File: src/common/imrst_pkg.sv
// Constants, register map and types of the two-wire partner controller.
// Assumes a 25 MHz pclk; every user of these names writes imrst_pkg::name.
package imrst_pkg;

   // ----------------------------------------------------------------
   // Timing
   // ----------------------------------------------------------------
   localparam int         CLK_PERIOD_NS = 40;
   localparam int         QUARTER_NS    = 2500;
   localparam int         QUARTER_CYC   = (QUARTER_NS + CLK_PERIOD_NS - 1) / CLK_PERIOD_NS;
   localparam logic [7:0] QUARTER_TOP   = 8'(QUARTER_CYC - 1);

   // ----------------------------------------------------------------
   // Register map and fields
   // ----------------------------------------------------------------
   localparam logic [7:0] OFS_CTRL = 8'h00;
   localparam logic [7:0] OFS_ADDR = 8'h04;
   localparam logic [7:0] OFS_TXD  = 8'h08;
   localparam logic [7:0] OFS_RXD  = 8'h0C;
   localparam logic [7:0] OFS_STAT = 8'h10;
   localparam logic [7:0] OFS_LEN  = 8'h14;
   localparam int CTRL_SLV_EN = 0;
   localparam int CTRL_GO     = 1;
   localparam int CTRL_MTEN   = 2;
   localparam int CTRL_OTEN   = 3;
   localparam int ADDR_TGT    = 16;
   localparam int STAT_NACK   = 3;
   localparam int STAT_STOP   = 5;
   localparam int STAT_CNT    = 8;

   // ----------------------------------------------------------------
   // Bus encodings
   // ----------------------------------------------------------------
   localparam logic [4:0] TEN_PREFIX = 5'h1E;
   localparam logic [3:0] ACK_BIT    = 4'h8;
   localparam logic [3:0] LAST_DBIT  = 4'h7;
   localparam logic [2:0] S_LAST     = 3'h7;
   localparam logic [1:0] PH0 = 2'h0;
   localparam logic [1:0] PH1 = 2'h1;
   localparam logic [1:0] PH2 = 2'h2;
   localparam logic [1:0] PH3 = 2'h3;

   // ----------------------------------------------------------------
   // Types
   // ----------------------------------------------------------------
   typedef enum logic [1:0] {M_IDLE, M_START, M_BIT, M_STOP} imrst_mstate_type;
   typedef enum logic [2:0] {ST_FIRST, ST_SECOND, ST_FIRST_RD, ST_DATA} imrst_step_type;
   typedef enum logic [2:0] {S_IDLE, S_ADDR, S_AACK, S_TWAIT, S_TX, S_TACK, S_SKIP} imrst_sstate_type;
   typedef struct packed {
      logic scl;
      logic sda;
   } imrst_line_type;

endpackage : imrst_pkg

File: src/rtl/imrst_partner.sv
// Two-wire bus partner: reads from the channel as a master and feeds it as a slave transmitter.
// Assumes open-drain bus lines resolved by the surroundings and an APB master on pclk.
//
// What this block does
// - A nack request set before the byte completes turns the ack into nack.
// - A 7-bit read address byte carries the address above a read bit of 1.
// - A 10-bit address goes as a high-bits-plus-direction byte then eight low bits.
// - A 10-bit write sends start, first byte with write, then the full second byte.
// - A 10-bit read then repeats start and resends the first byte with read set.
// - Event flags clear by writing 1 to them; here the addressed flag (bit 4) ignores the write and clears only at a stop.
// - On a nack during a read, set the flag and request a stop.
// - A single-byte read has nack requested before the start.
// - In longer reads nack goes on the last byte, then a stop follows.
// - The slave transmits only when the received direction bit is 1.
//
// Local design decisions: the APB interface to the registers and the register addresses.
`timescale 1ns/1ps
module imrst_partner (
   // Clock and reset
   input  wire logic        pclk,
   input  wire logic        presetn,
   // APB slave
   input  wire logic        psel,
   input  wire logic        penable,
   input  wire logic        pwrite,
   input  wire logic [7:0]  paddr,
   input  wire logic [31:0] pwdata,
   output logic      [31:0] prdata,
   output logic             pready,
   output logic             pslverr,
   // Serial clock pin
   input  wire logic        serial_clock_pin_i,
   output logic             serial_clock_pin_o,
   output logic             serial_clock_pin_oe_n,
   // Serial data pin
   input  wire logic        sda_i,
   output logic             sda_o,
   output logic             sda_oe_n
);

   // ----------------------------------------------------------------
   // Declarations
   // ----------------------------------------------------------------
   imrst_pkg::imrst_line_type   line_m_q, line_s_q, line_p_q;
   imrst_pkg::imrst_mstate_type m_st_q, m_st_d;
   imrst_pkg::imrst_step_type   m_step_q, m_step_d;
   imrst_pkg::imrst_sstate_type s_st_q, s_st_d;
   logic [1:0]  m_ph_q, m_ph_d;
   logic [3:0]  m_bit_q, m_bit_d;
   logic [7:0]  m_byte_q, m_byte_d, qcnt_q, qcnt_d, len_q, len_d, cnt_q, cnt_d;
   logic        m_rd_q, m_rd_d, m_scl_low_q, m_scl_low_d, m_sda_low_q, m_sda_low_d, m_ack_q, m_ack_d;
   logic [2:0]  s_cnt_q, s_cnt_d;
   logic [7:0]  s_shift_q, s_shift_d, txd_q, txd_d, rxd_q, rxd_d;
   logic        s_scl_low_q, s_scl_low_d, s_sda_low_q, s_sda_low_d, s_ten_ok_q, s_ten_ok_d;
   logic        s_second_q, s_second_d, s_rd_q, s_rd_d, s_ack_q, s_ack_d, s_addr_q, s_addr_d;
   logic        slv_en_q, slv_en_d, mten_q, mten_d, oten_q, oten_d;
   logic [9:0]  own_q, own_d, tgt_q, tgt_d;
   logic        tx_full_q, tx_full_d, rx_full_q, rx_full_d, nack_q, nack_d, stop_q, stop_d;
   logic [31:0] prdata_q, prdata_d, rdval;
   logic        pready_q, pready_d, pslverr_q, pslverr_d, scl_oe_n_q, scl_oe_n_d, sda_oe_n_q, sda_oe_n_d;
   logic        tick, acc, hit, rise, fall, start_det, stop_det, adv, match;
   logic [7:0]  b;

   // ----------------------------------------------------------------
   // Pin synchronisers
   // ----------------------------------------------------------------
   // Two flops per pin; a third copy gives the previous synchronised level for edge finding.
   always_ff @(posedge pclk or negedge presetn) begin
      if (!presetn) begin
         line_m_q <= '1;
         line_s_q <= '1;
         line_p_q <= '1;
      end else begin
         line_m_q <= '{scl: serial_clock_pin_i, sda: sda_i};
         line_s_q <= line_m_q;
         line_p_q <= line_s_q;
      end
   end

   // Bus events and the quarter-bit tick.
   assign rise      = line_s_q.scl & ~line_p_q.scl;
   assign fall      = ~line_s_q.scl & line_p_q.scl;
   assign start_det = line_s_q.scl & line_p_q.scl & line_p_q.sda & ~line_s_q.sda;
   assign stop_det  = line_s_q.scl & line_p_q.scl & ~line_p_q.sda & line_s_q.sda;
   assign tick      = (qcnt_q == '0);
   assign acc       = psel & penable & pready_q;
   assign b         = {s_shift_q[6:0], line_s_q.sda};

   // ----------------------------------------------------------------
   // Register read mux
   // ----------------------------------------------------------------
   always_comb begin
      rdval = '0;
      hit   = 1'b1;
      case (paddr)
         imrst_pkg::OFS_CTRL: rdval = {28'h0000000, oten_q, mten_q, 1'b0, slv_en_q};
         imrst_pkg::OFS_ADDR: rdval = {6'h00, tgt_q, 6'h00, own_q};
         imrst_pkg::OFS_TXD:  rdval = {24'h000000, txd_q};
         imrst_pkg::OFS_RXD:  rdval = {24'h000000, rxd_q};
         imrst_pkg::OFS_STAT: rdval = {16'h0000, cnt_q, 2'h0, stop_q, s_addr_q, nack_q, rx_full_q,
                                       ~tx_full_q, (m_st_q != imrst_pkg::M_IDLE)};
         imrst_pkg::OFS_LEN:  rdval = {24'h000000, len_q};
         default:             hit   = 1'b0;
      endcase
   end

   // ----------------------------------------------------------------
   // Next-state logic
   // ----------------------------------------------------------------
   // Registers, master sequencer and slave transmitter; hardware sets come after software clears.
   always_comb begin
      m_st_d = m_st_q;  m_step_d = m_step_q;  m_ph_d = m_ph_q;  m_bit_d = m_bit_q;
      m_byte_d = m_byte_q;  m_rd_d = m_rd_q;  m_scl_low_d = m_scl_low_q;  m_sda_low_d = m_sda_low_q;
      m_ack_d = m_ack_q;  s_st_d = s_st_q;  s_cnt_d = s_cnt_q;  s_shift_d = s_shift_q;
      s_scl_low_d = s_scl_low_q;  s_sda_low_d = s_sda_low_q;  s_ten_ok_d = s_ten_ok_q;
      s_second_d = s_second_q;  s_rd_d = s_rd_q;  s_ack_d = s_ack_q;  s_addr_d = s_addr_q;
      slv_en_d = slv_en_q;  mten_d = mten_q;  oten_d = oten_q;  own_d = own_q;  tgt_d = tgt_q;
      txd_d = txd_q;  rxd_d = rxd_q;  tx_full_d = tx_full_q;  rx_full_d = rx_full_q;
      len_d = len_q;  cnt_d = cnt_q;  nack_d = nack_q;  stop_d = stop_q;  match = 1'b0;
      qcnt_d = tick ? imrst_pkg::QUARTER_TOP : qcnt_q - 8'h01;
      pready_d  = psel & penable & ~pready_q;
      pslverr_d = psel & penable & ~pready_q & ~hit;
      prdata_d  = (psel & penable & ~pready_q) ? rdval : prdata_q;
      // Software side of the register file.
      if (acc && pwrite) begin
         case (paddr)
            imrst_pkg::OFS_CTRL: begin
               slv_en_d = pwdata[imrst_pkg::CTRL_SLV_EN];
               mten_d   = pwdata[imrst_pkg::CTRL_MTEN];
               oten_d   = pwdata[imrst_pkg::CTRL_OTEN];
               if (pwdata[imrst_pkg::CTRL_GO] && m_st_q == imrst_pkg::M_IDLE) begin
                  m_st_d = imrst_pkg::M_START;
                  m_ph_d = imrst_pkg::PH0;
                  m_step_d = imrst_pkg::ST_FIRST;
                  m_rd_d = 1'b0;
                  cnt_d = '0;
                  m_byte_d = pwdata[imrst_pkg::CTRL_MTEN]
                           ? {imrst_pkg::TEN_PREFIX, tgt_q[9:8], 1'b0}
                           : {tgt_q[6:0], 1'b1};
               end
            end
            imrst_pkg::OFS_ADDR: begin
               own_d = pwdata[9:0];
               tgt_d = pwdata[imrst_pkg::ADDR_TGT +: 10];
            end
            imrst_pkg::OFS_TXD: begin
               txd_d = pwdata[7:0];
               tx_full_d = 1'b1;
            end
            imrst_pkg::OFS_STAT: begin
               if (pwdata[imrst_pkg::STAT_NACK]) nack_d = 1'b0;
               if (pwdata[imrst_pkg::STAT_STOP]) stop_d = 1'b0;
            end
            imrst_pkg::OFS_LEN: len_d = pwdata[7:0];
            default: ;
         endcase
      end
      if (acc && !pwrite && paddr == imrst_pkg::OFS_RXD) rx_full_d = 1'b0;
      // Master sequencer: four quarter phases per bit; the high phase waits for a released clock.
      adv = tick & ((m_ph_q != ((m_st_q == imrst_pkg::M_BIT) ? imrst_pkg::PH1 : imrst_pkg::PH2))
                    | line_s_q.scl);
      case (m_st_q)
         imrst_pkg::M_START: if (adv) begin
            m_ph_d = m_ph_q + 2'h1;
            case (m_ph_q)
               imrst_pkg::PH0: m_sda_low_d = 1'b0;
               imrst_pkg::PH1: m_scl_low_d = 1'b0;
               imrst_pkg::PH2: m_sda_low_d = 1'b1;
               default: begin
                  m_scl_low_d = 1'b1;
                  m_sda_low_d = ~m_byte_q[7];
                  m_bit_d = '0;
                  m_st_d = imrst_pkg::M_BIT;
               end
            endcase
         end
         imrst_pkg::M_BIT: if (adv) begin
            m_ph_d = m_ph_q + 2'h1;
            case (m_ph_q)
               imrst_pkg::PH0: m_scl_low_d = 1'b0;
               imrst_pkg::PH1: begin
                  if (m_bit_q == imrst_pkg::ACK_BIT) begin
                     m_ack_d = ~line_s_q.sda;
                  end else begin
                     m_byte_d = {m_byte_q[6:0], line_s_q.sda};
                  end
                  if (m_rd_q && m_bit_q == imrst_pkg::LAST_DBIT) begin
                     rxd_d = {m_byte_q[6:0], line_s_q.sda};
                     rx_full_d = 1'b1;
                     cnt_d = cnt_q + 8'h01;
                  end
               end
               imrst_pkg::PH2: m_scl_low_d = 1'b1;
               default: begin
                  if (m_bit_q != imrst_pkg::ACK_BIT) begin
                     m_bit_d = m_bit_q + 4'h1;
                     if (m_bit_q == imrst_pkg::LAST_DBIT) begin
                        m_sda_low_d = m_rd_q & (cnt_q != len_q);
                     end else begin
                        m_sda_low_d = ~m_rd_q & ~m_byte_q[7];
                     end
                  end else if (!m_rd_q && !m_ack_q) begin
                     nack_d = 1'b1;
                     m_st_d = imrst_pkg::M_STOP;
                     m_sda_low_d = 1'b0;
                  end else if (!m_rd_q && m_step_q == imrst_pkg::ST_FIRST && mten_q) begin
                     m_step_d = imrst_pkg::ST_SECOND;
                     m_byte_d = tgt_q[7:0];
                     m_bit_d = '0;
                     m_sda_low_d = ~tgt_q[7];
                  end else if (!m_rd_q && m_step_q == imrst_pkg::ST_SECOND) begin
                     m_step_d = imrst_pkg::ST_FIRST_RD;
                     m_byte_d = {imrst_pkg::TEN_PREFIX, tgt_q[9:8], 1'b1};
                     m_st_d = imrst_pkg::M_START;
                  end else if (cnt_q == len_q) begin
                     m_st_d = imrst_pkg::M_STOP;
                     m_sda_low_d = 1'b0;
                  end else if (!rx_full_q) begin
                     m_step_d = imrst_pkg::ST_DATA;
                     m_rd_d = 1'b1;
                     m_bit_d = '0;
                     m_sda_low_d = 1'b0;
                  end else begin
                     m_ph_d = m_ph_q;
                  end
               end
            endcase
         end
         imrst_pkg::M_STOP: if (adv) begin
            m_ph_d = m_ph_q + 2'h1;
            case (m_ph_q)
               imrst_pkg::PH0: m_sda_low_d = 1'b1;
               imrst_pkg::PH1: m_scl_low_d = 1'b0;
               imrst_pkg::PH2: m_sda_low_d = 1'b0;
               default: begin
                  m_st_d = imrst_pkg::M_IDLE;
                  stop_d = 1'b1;
               end
            endcase
         end
         default: begin
            m_scl_low_d = 1'b0;
            m_sda_low_d = 1'b0;
         end
      endcase
      // Slave transmitter serving the channel when it reads as a master.
      if (!slv_en_q) begin
         s_st_d = imrst_pkg::S_IDLE;
         s_scl_low_d = 1'b0;
         s_sda_low_d = 1'b0;
      end else if (start_det) begin
         s_st_d = imrst_pkg::S_ADDR;
         s_cnt_d = '0;
         s_second_d = 1'b0;
         s_scl_low_d = 1'b0;
         s_sda_low_d = 1'b0;
      end else if (stop_det) begin
         if (s_addr_q) stop_d = 1'b1;
         s_st_d = imrst_pkg::S_IDLE;
         s_ten_ok_d = 1'b0;
         s_addr_d = 1'b0;
         s_scl_low_d = 1'b0;
         s_sda_low_d = 1'b0;
      end else begin
         case (s_st_q)
            imrst_pkg::S_ADDR: if (rise) begin
               s_shift_d = b;
               s_cnt_d = s_cnt_q + 3'h1;
               if (s_cnt_q == imrst_pkg::S_LAST) begin
                  s_rd_d = 1'b0;
                  if (s_second_q) begin
                     match = (b == own_q[7:0]);
                     s_ten_ok_d = match;
                     s_second_d = 1'b0;
                  end else if (oten_q) begin
                     match = (b[7:3] == imrst_pkg::TEN_PREFIX) && (b[2:1] == own_q[9:8])
                             && (!b[0] || s_ten_ok_q);
                     s_second_d = match & ~b[0];
                     s_rd_d = b[0];
                  end else begin
                     match = (b[7:1] == own_q[6:0]);
                     s_rd_d = b[0];
                  end
                  s_addr_d = s_addr_q | match;
                  s_st_d = match ? imrst_pkg::S_AACK : imrst_pkg::S_SKIP;
               end
            end
            imrst_pkg::S_AACK: if (fall) begin
               s_sda_low_d = ~s_sda_low_q;
               if (s_sda_low_q) begin
                  s_cnt_d = '0;
                  s_st_d = s_rd_q ? imrst_pkg::S_TWAIT
                         : (s_second_q ? imrst_pkg::S_ADDR : imrst_pkg::S_SKIP);
               end
            end
            imrst_pkg::S_TWAIT: begin
               s_scl_low_d = ~tx_full_q;
               if (tx_full_q) begin
                  s_shift_d = txd_q;
                  tx_full_d = acc & pwrite & (paddr == imrst_pkg::OFS_TXD);  // A fresh write wins.
                  s_sda_low_d = ~txd_q[7];
                  s_cnt_d = '0;
                  s_st_d = imrst_pkg::S_TX;
               end
            end
            imrst_pkg::S_TX: if (fall) begin
               if (s_cnt_q == imrst_pkg::S_LAST) begin
                  s_sda_low_d = 1'b0;
                  s_st_d = imrst_pkg::S_TACK;
               end else begin
                  s_cnt_d = s_cnt_q + 3'h1;
                  s_shift_d = {s_shift_q[6:0], 1'b0};
                  s_sda_low_d = ~s_shift_q[6];
               end
            end
            imrst_pkg::S_TACK: begin
               if (rise) begin
                  s_ack_d = ~line_s_q.sda;
                  if (line_s_q.sda) s_st_d = imrst_pkg::S_SKIP;
               end else if (fall && s_ack_q) begin
                  s_ack_d = 1'b0;
                  s_st_d = imrst_pkg::S_TWAIT;
               end
            end
            default: begin
               s_scl_low_d = 1'b0;
               s_sda_low_d = 1'b0;
            end
         endcase
      end
      scl_oe_n_d = ~(m_scl_low_d | s_scl_low_d);
      sda_oe_n_d = ~(m_sda_low_d | s_sda_low_d);
   end

   // ----------------------------------------------------------------
   // State registers
   // ----------------------------------------------------------------
   always_ff @(posedge pclk or negedge presetn) begin
      if (!presetn) begin
         m_st_q <= imrst_pkg::M_IDLE;  m_step_q <= imrst_pkg::ST_FIRST;  m_ph_q <= '0;  m_bit_q <= '0;
         m_byte_q <= '0;  m_rd_q <= 1'b0;  m_scl_low_q <= 1'b0;  m_sda_low_q <= 1'b0;  m_ack_q <= 1'b0;
         s_st_q <= imrst_pkg::S_IDLE;  s_cnt_q <= '0;  s_shift_q <= '0;  s_scl_low_q <= 1'b0;
         s_sda_low_q <= 1'b0;  s_ten_ok_q <= 1'b0;  s_second_q <= 1'b0;  s_rd_q <= 1'b0;
         s_ack_q <= 1'b0;  s_addr_q <= 1'b0;  slv_en_q <= 1'b0;  mten_q <= 1'b0;  oten_q <= 1'b0;
         own_q <= '0;  tgt_q <= '0;  txd_q <= '0;  rxd_q <= '0;  tx_full_q <= 1'b0;  rx_full_q <= 1'b0;
         len_q <= '0;  cnt_q <= '0;  nack_q <= 1'b0;  stop_q <= 1'b0;  qcnt_q <= '0;
         prdata_q <= '0;  pready_q <= 1'b0;  pslverr_q <= 1'b0;  scl_oe_n_q <= 1'b1;  sda_oe_n_q <= 1'b1;
      end else begin
         m_st_q <= m_st_d;  m_step_q <= m_step_d;  m_ph_q <= m_ph_d;  m_bit_q <= m_bit_d;
         m_byte_q <= m_byte_d;  m_rd_q <= m_rd_d;  m_scl_low_q <= m_scl_low_d;  m_sda_low_q <= m_sda_low_d;
         m_ack_q <= m_ack_d;  s_st_q <= s_st_d;  s_cnt_q <= s_cnt_d;  s_shift_q <= s_shift_d;
         s_scl_low_q <= s_scl_low_d;  s_sda_low_q <= s_sda_low_d;  s_ten_ok_q <= s_ten_ok_d;
         s_second_q <= s_second_d;  s_rd_q <= s_rd_d;  s_ack_q <= s_ack_d;  s_addr_q <= s_addr_d;
         slv_en_q <= slv_en_d;  mten_q <= mten_d;  oten_q <= oten_d;  own_q <= own_d;  tgt_q <= tgt_d;
         txd_q <= txd_d;  rxd_q <= rxd_d;  tx_full_q <= tx_full_d;  rx_full_q <= rx_full_d;
         len_q <= len_d;  cnt_q <= cnt_d;  nack_q <= nack_d;  stop_q <= stop_d;  qcnt_q <= qcnt_d;
         prdata_q <= prdata_d;  pready_q <= pready_d;  pslverr_q <= pslverr_d;
         scl_oe_n_q <= scl_oe_n_d;  sda_oe_n_q <= sda_oe_n_d;
      end
   end

   // Outputs straight from flops, pin data outputs tied to 0; pins only ever pull low.
   assign prdata                = prdata_q;
   assign pready                = pready_q;
   assign pslverr               = pslverr_q;
   assign serial_clock_pin_o    = 1'b0;
   assign serial_clock_pin_oe_n = scl_oe_n_q;
   assign sda_o                 = 1'b0;
   assign sda_oe_n              = sda_oe_n_q;

endmodule : imrst_partner

File: config.mk
export PLATFORM = sky130hd
export DESIGN_NAME = imrst_partner
export DESIGN_NICKNAME = d
export VERILOG_FILES = /design/src/common/imrst_pkg.sv /design/src/rtl/imrst_partner.sv
export SDC_FILE = /design/constraint.sdc
export NUM_CORES = 1
export LEC_CHECK = 0
export BUFFER_PORTS_ARGS = -buffer_cell sky130_fd_sc_hd__buf_2
export CAP_MARGIN = 20
export CORE_MARGIN = 2
export CORE_UTILIZATION = 50
export DETAILED_ROUTE_END_ITERATION = 8
export HOLD_SLACK_MARGIN = 0.03
export PLACE_DENSITY = 0.72
export SLEW_MARGIN = 20
export SYNTH_ARGS = -nofsm -noshare
export SYNTH_HDL_FRONTEND = slang
export SYNTH_SLANG_ARGS = --single-unit
File: constraint.sdc
create_clock -name pclk -period 2.2 [get_ports pclk]
set_input_delay 0.33 -clock pclk [delete_from_list [all_inputs] [get_ports pclk]]
set_output_delay 0.33 -clock pclk [all_outputs]
set_load 0.05 [all_outputs]
* Word-level counts from Yosys, hierarchy flattened *
Index checks and enable logic that the tools add are counted.

cells by class
  add/sub/neg operators = 5
  eq/ne operators = 57
  muxes and demuxes = 207
  bitwise gates (word level) = 38
  reductions and logical operators = 55

operators by type and width
  operator                                        count
  one-hot mux 26 bit (6 select lines)             1
  2-to-1 mux 8 bit                                19
  2-to-1 mux 3 bit                                36
  2-to-1 mux 1 bit                                95
  2-to-1 mux 2 bit                                27
  2-to-1 mux 4 bit                                10
  != test 5 bit (second input constant)           7
  2-to-1 mux 7 bit                                4
  != test 3 bit (second input constant)           7
  one-hot mux 7 bit (3 select lines)              1
  nonzero test 2 bit                              10
  != test 2 bit (second input constant)           9
  AND reduction 9 bit                             2
  bitwise AND 1 bit                               17
  inverter 1 bit                                  17
  == test 8 x 4 -> 1 bit (second input constant)  2
  == test 8 x 5 -> 1 bit (second input constant)  2
  == test 8 bit                                   2
  logical NOT 8 bit                               2
  one-hot mux 8 bit (2 select lines)              1
  one-hot mux 3 bit (5 select lines)              1
  AND reduction 5 bit                             3
  logical AND 1 bit                               12
  != test 4 bit (second input constant)           3
  45 further kinds                                72

storage, ports and cells
  flip-flop bits (word level) = 152
  input bits = 47
  output and inout port bits = 38

* Longest topological paths before layout *
  depth after elaboration = 18
  gate-level depth with buffers = 10
  depth with buffers taken out = 8

* Worst setup path after synthesis *
No wires, ideal clock.

  path kind = reg2reg
  from = register qcnt_q[0]
  to = register scl_oe_n_q, in the netlist serial_clock_pin_oe_n
  setup time = 0.068 ns
  data arrival time = 2.236 ns
  slack = -0.104 ns
  stages on the path, launching flop included = 10
  buffers on the path = 1
  clock period less this slack = 2.304 ns
  path through = dfrtp_1 -> inv_1 -> ha_1 -> or4b_1 -> buf_6 -> a2111oi_4 -> mux2_1 -> a32oi_1 -> a21oi_2 -> nor2_1

between the ends
  cells in the longest elaborated chain, start to end = 6
  elaborated cells on any way between the ends = 8
  classes of those cells = mux (4); bitwise (3); reduce/logical (1)

ends and longest elaborated chain
  what                                        line                                                              RTL
  from (decl)                                 imrst_partner.sv:50                                               logic [7:0] m_byte_q, m_byte_d, qcnt_q, qcnt_d, len_q, len_d, cnt_q, cnt_d;
  from (signal assigned)                      imrst_partner.sv:356                                              len_q <= len_d; cnt_q <= cnt_d; nack_q <= nack_d; stop_q <= stop_d; qcnt_q <= qcnt_d;
  logical NOT 8 bit *                         imrst_partner.sv:85                                               assign tick = (qcnt_q == '0);
  bitwise AND 1 bit *                         imrst_partner.sv:160                                              adv = tick & ((m_ph_q != ((m_st_q == imrst_pkg::M_BIT) ? imrst_pkg::PH1 : imrst_pkg::PH2))
  2-to-1 mux 1 bit, on equally long branches  imrst_partner.sv:229, imrst_partner.sv:163, imrst_partner.sv:177
  one-hot mux 1 bit (3 select lines) *        imrst_partner.sv:162                                              case (m_st_q)
  named net m_scl_low_d                       imrst_partner.sv:51                                               logic m_rd_q, m_rd_d, m_scl_low_q, m_scl_low_d, m_sda_low_q, m_sda_low_d, m_ack_q, m_ack_d;
  OR 1 bit *                                  imrst_partner.sv:331                                              scl_oe_n_d = ~(m_scl_low_d | s_scl_low_d);
  inverter 1 bit *                            imrst_partner.sv:331
  named net scl_oe_n_d                        imrst_partner.sv:60                                               logic pready_q, pready_d, pslverr_q, pslverr_d, scl_oe_n_q, scl_oe_n_d, sda_oe_n_q, sda_oe_n_d;
  to (signal assigned)                        imrst_partner.sv:358                                              scl_oe_n_q <= scl_oe_n_d; sda_oe_n_q <= sda_oe_n_d;
  to (decl)                                   imrst_partner.sv:60

The timed path passes the listed nets; every way through them passes the cells marked *.
A chain may end at the register's enable or synchronous reset.

* Final worst setup path *
Same ends and word-level chain as after synthesis.

==> impl_metrics.yaml <==
clock_tree:
  h-tree-depth: 4
  clock_path_buffers: 2
  clk_transition_reported_paths_ps: 70
  clk_latency_ps: 430
  cts.sinks: 146
  cts_buffers: 17
  cts_root_buffer: "clkbuf_16"
  cts_tree: "built"
sta:
  clock_skew_ps: 9.25
  fin_crit_ps: 2210
  finalHoldViolCount: 0
  setup_violations: 1
  setup_tns_ps: -14.1
  maxSlewHeadroom_pct: 62.2
  fin_crit_sh_pct: 101
  fmax_mhz: 452
  worst_slack_ps: -14.1
  worstMarginPinSlew_ps: 567
  rsz0062_at_grt: "yes"
  whs_ps: 121
  slew_viol_final: 0
layout:
  diodes: 0
  fin_util_pct: 62.3
  instances_no_fill: 1148
  layout-drive-gt1-share_pct: 30.3
  syn_to_final_growth_pct: 23.4
  final_common_cell: "dfrtp_1"
  final_nets: 983
  layout_common_cells: "dfrtp_1 (138), nand2_1 (86), buf_4 (71)"
  final_design_area_no_fill_um2: 9780
setup_path:
  startpoint_type: "flop"
  worstSetupEndpointType: "flop"
  crit_type: "reg2reg"
  regToRegStartpoint: "qcnt_q[0]"
  r2r_cells: 8
  critPathArrivalTime_ps: 2580
  r2r_setup_slack_ps: -10
  regToRegEndpoint: "serial_clock_pin_oe_n"
  path_max_fanout: 5
  crit_required_ps: 2570
global_route:
  overflow: 0
  grt_use_total_pct: 24.9
  antenna_found_initial: 0
  grt_pass1_vias: 6307
  grt_max_degree: 58
  grt_pass1_wl_mm: 32.7
placed_design:
  globalplace.congestion: 0.903
  place_area_um2: 8910
  dp.cells: 1099
  hpwl_mm: 15.0
  dp_slack_ps: -71.4
  port_buffers: 64
yosys:
  synth_flop_cell: "dfrtp_1"
  avgSynthCellArea_um2: 10.0
  synth.distinct_cells: 82
  syn_inst: 791
  synth_edf_count: 0
  yosysSeqAreaShare_pct: 46.2
  yosys_warnings: 0
  synth.cell_area_um2: 7930
  ys_ff_latch: 146
  async_reset_ff_share_pct: 100
drt:
  post_drt_wl_per_cell_um: 18.4
  dr.first_iter.drc_count: 640
  drc: 0
  ant_nets: 0
  wirelength_mm: 21.1
  via_per_inst: 5.92
  dr.pass1.iters: 5
  num_vias: 6792
outcome:
  violations: "negative setup slack"
  outcome: "complete, but fails checks"
pwr:
  power_mw: 5.93
  powerDensity_nw_per_um2: 607
  p_comb_share_pct: 4.1
  p_clk_share_pct: 50.1
  p_switching_mw: 1.53
  p_int_mw: 4.41
  p_leak_nw: 4.72
  seq_power_share_pct: 45.7
  peakVddDrop_mv: 0.463
  switching_share_pct: 25.7
worst_hold_path:
  hold-path-endpoint: "tgt_q[6]"
  holdPathStages: 2
  hp-start: "pwdata[22]"
  hold_class: "in2reg"
floorplan:
  coreArea_um2: 15700
  ios: 85
  die_y_um: 130
  placementRows: 46
  die_area_um2: 16900
  die_x_um: 130
  start_util_pct: 50.5
flow_run:
  maxCapViolCount: 0
cell type report:
| class | count | area [um2] |
|---|---|---|
| Fill cell | 1270 | 5930 |
| Multi-Input combinational cell | 582 | 4130 |
| Clock inverter | 15 | 176 |
| Sequential cell | 146 | 3660 |
| Timing Repair Buffer | 149 | 1030 |
| Clock buffer | 17 | 425 |
| Inverter | 23 | 86.3 |
| Tap cell | 216 | 270 |
timing repair:
| action | CTS | global route |
|---|---|---|
| pin swaps | 4 | 10 |
| hold buffers | 3 | 0 |
| cloned | 0 | 3 |
| endpoints found under the setup margin | 8 | 37 |
| gates resized for setup | 5 | 35 |
| setup buffers | 5 | 7 |
| hold endpoints to repair | 46 | 0 |
synth_stat cells, types with 4 or more instances:
| cell type | count | area (um2) |
|---|---|---|
| nand2b_1 | 9 | 56.3 |
| mux2_2 | 47 | 529 |
| nor2_1 | 49 | 184 |
| nor2b_1 | 10 | 62.6 |
| dfstp_2 | 8 | 210 |
| mux2i_1 | 14 | 140 |
| buf_4 | 8 | 60.1 |
| a221o_1 | 4 | 40.0 |
| inv_1 | 23 | 86.3 |
| ha_1 | 17 | 213 |
| a21oi_1 | 37 | 185 |
| o211ai_1 | 5 | 37.5 |
| a22oi_1 | 9 | 67.6 |
| nor3_1 | 9 | 45.0 |
| dfrtp_1 | 138 | 3450 |
| and2_1 | 7 | 43.8 |
| nand4_1 | 5 | 31.3 |
| or3_1 | 6 | 37.5 |
| a31oi_1 | 7 | 43.8 |
| o21a_1 | 5 | 37.5 |
| nand2_1 | 87 | 327 |
| clkbuf_1 | 28 | 105 |
| nand3_1 | 35 | 175 |
| and3_1 | 10 | 62.6 |
| o21ai_0 | 51 | 255 |
| a22o_1 | 17 | 149 |
| buf_2 | 8 | 40.0 |
| o31ai_1 | 9 | 67.6 |
| nor4_1 | 8 | 50.1 |
| xor2_1 | 29 | 254 |
| o22ai_1 | 7 | 43.8 |
power groups by stage:
| stage | Clock (mW) | Sequential [mW] | Combinational [mW] |
|---|---|---|---|
| 6_report | 2.97 | 2.71 | 0.246 |
| 5_1_grt | 3.13 | 2.71 | 0.271 |
| 4_1_cts | 3.01 | 2.71 | 0.246 |
| 3_5_place_dp | 0 | 2.76 | 0.240 |
| 3_3_place_gp | 0 | 2.76 | 0.237 |
| 2_1_floorplan | 0 | 2.77 | 0.107 |
routing by layer:
layer | vias to the layer above | global-route usage (%) | wire (um)
li1 | 3123 | - | -
met1 | 3393 | 34.7 | 9230
met2 | 244 | 39.8 | 10300
met3 | 32 | 4.59 | 1250
met4 | 0 | 7.59 | 376
met5 | - | 0 | 0
worst max-delay path by stage:
| stage | from | end | slack [ps] | cells after the start |
|---|---|---|---|---|
| 3_5_place_dp | m_st_q[0] | serial_clock_pin_oe_n | -70 | 9 |
| 6_report | qcnt_q[0] | serial_clock_pin_oe_n | -10 | 8 |
| 3_3_place_gp | qcnt_q[0] | m_st_q[1] | -4 | 9 |
| 4_1_cts | qcnt_q[0] | serial_clock_pin_oe_n | -2 | 8 |
| 2_1_floorplan | qcnt_q[0] | m_bit_q[3] | 10 | 10 |
| 5_1_grt | qcnt_q[0] | serial_clock_pin_oe_n | -120 | 8 |
registers in the layout (all words and copies together), names as in the netlist, 7 cells and up:
name,flops
own_q,10
tgt_q,10
cnt_q,8
s_shift_q,7
len_q,8
txd_q,8
qcnt_q,8
prdata,26
rxd_q,8
m_byte_q,8
cell families after synthesis:
logic type / Yosys count / share of synthesized area, %
flops: 146 / 46.2
mux: 65 / 9.44
simple gates: 263 / 16.8
buf+inv: 70 / 4.10
fa+ha+maj: 17 / 2.68
xor+xnor: 32 / 3.53
other cells: 1 / 0.0473
compound gates: 197 / 17.2
critical path, stage by stage, from the launching register on:
cell and delay (ps):
dfrtp_1 390, inv_1 80, ha_2 170, or4b_4 530
a2111oi_4 260, mux2_4 340, a32oi_2 180, a21oi_2 90
nor2_1 120
(Power assumes the default switching activity.)
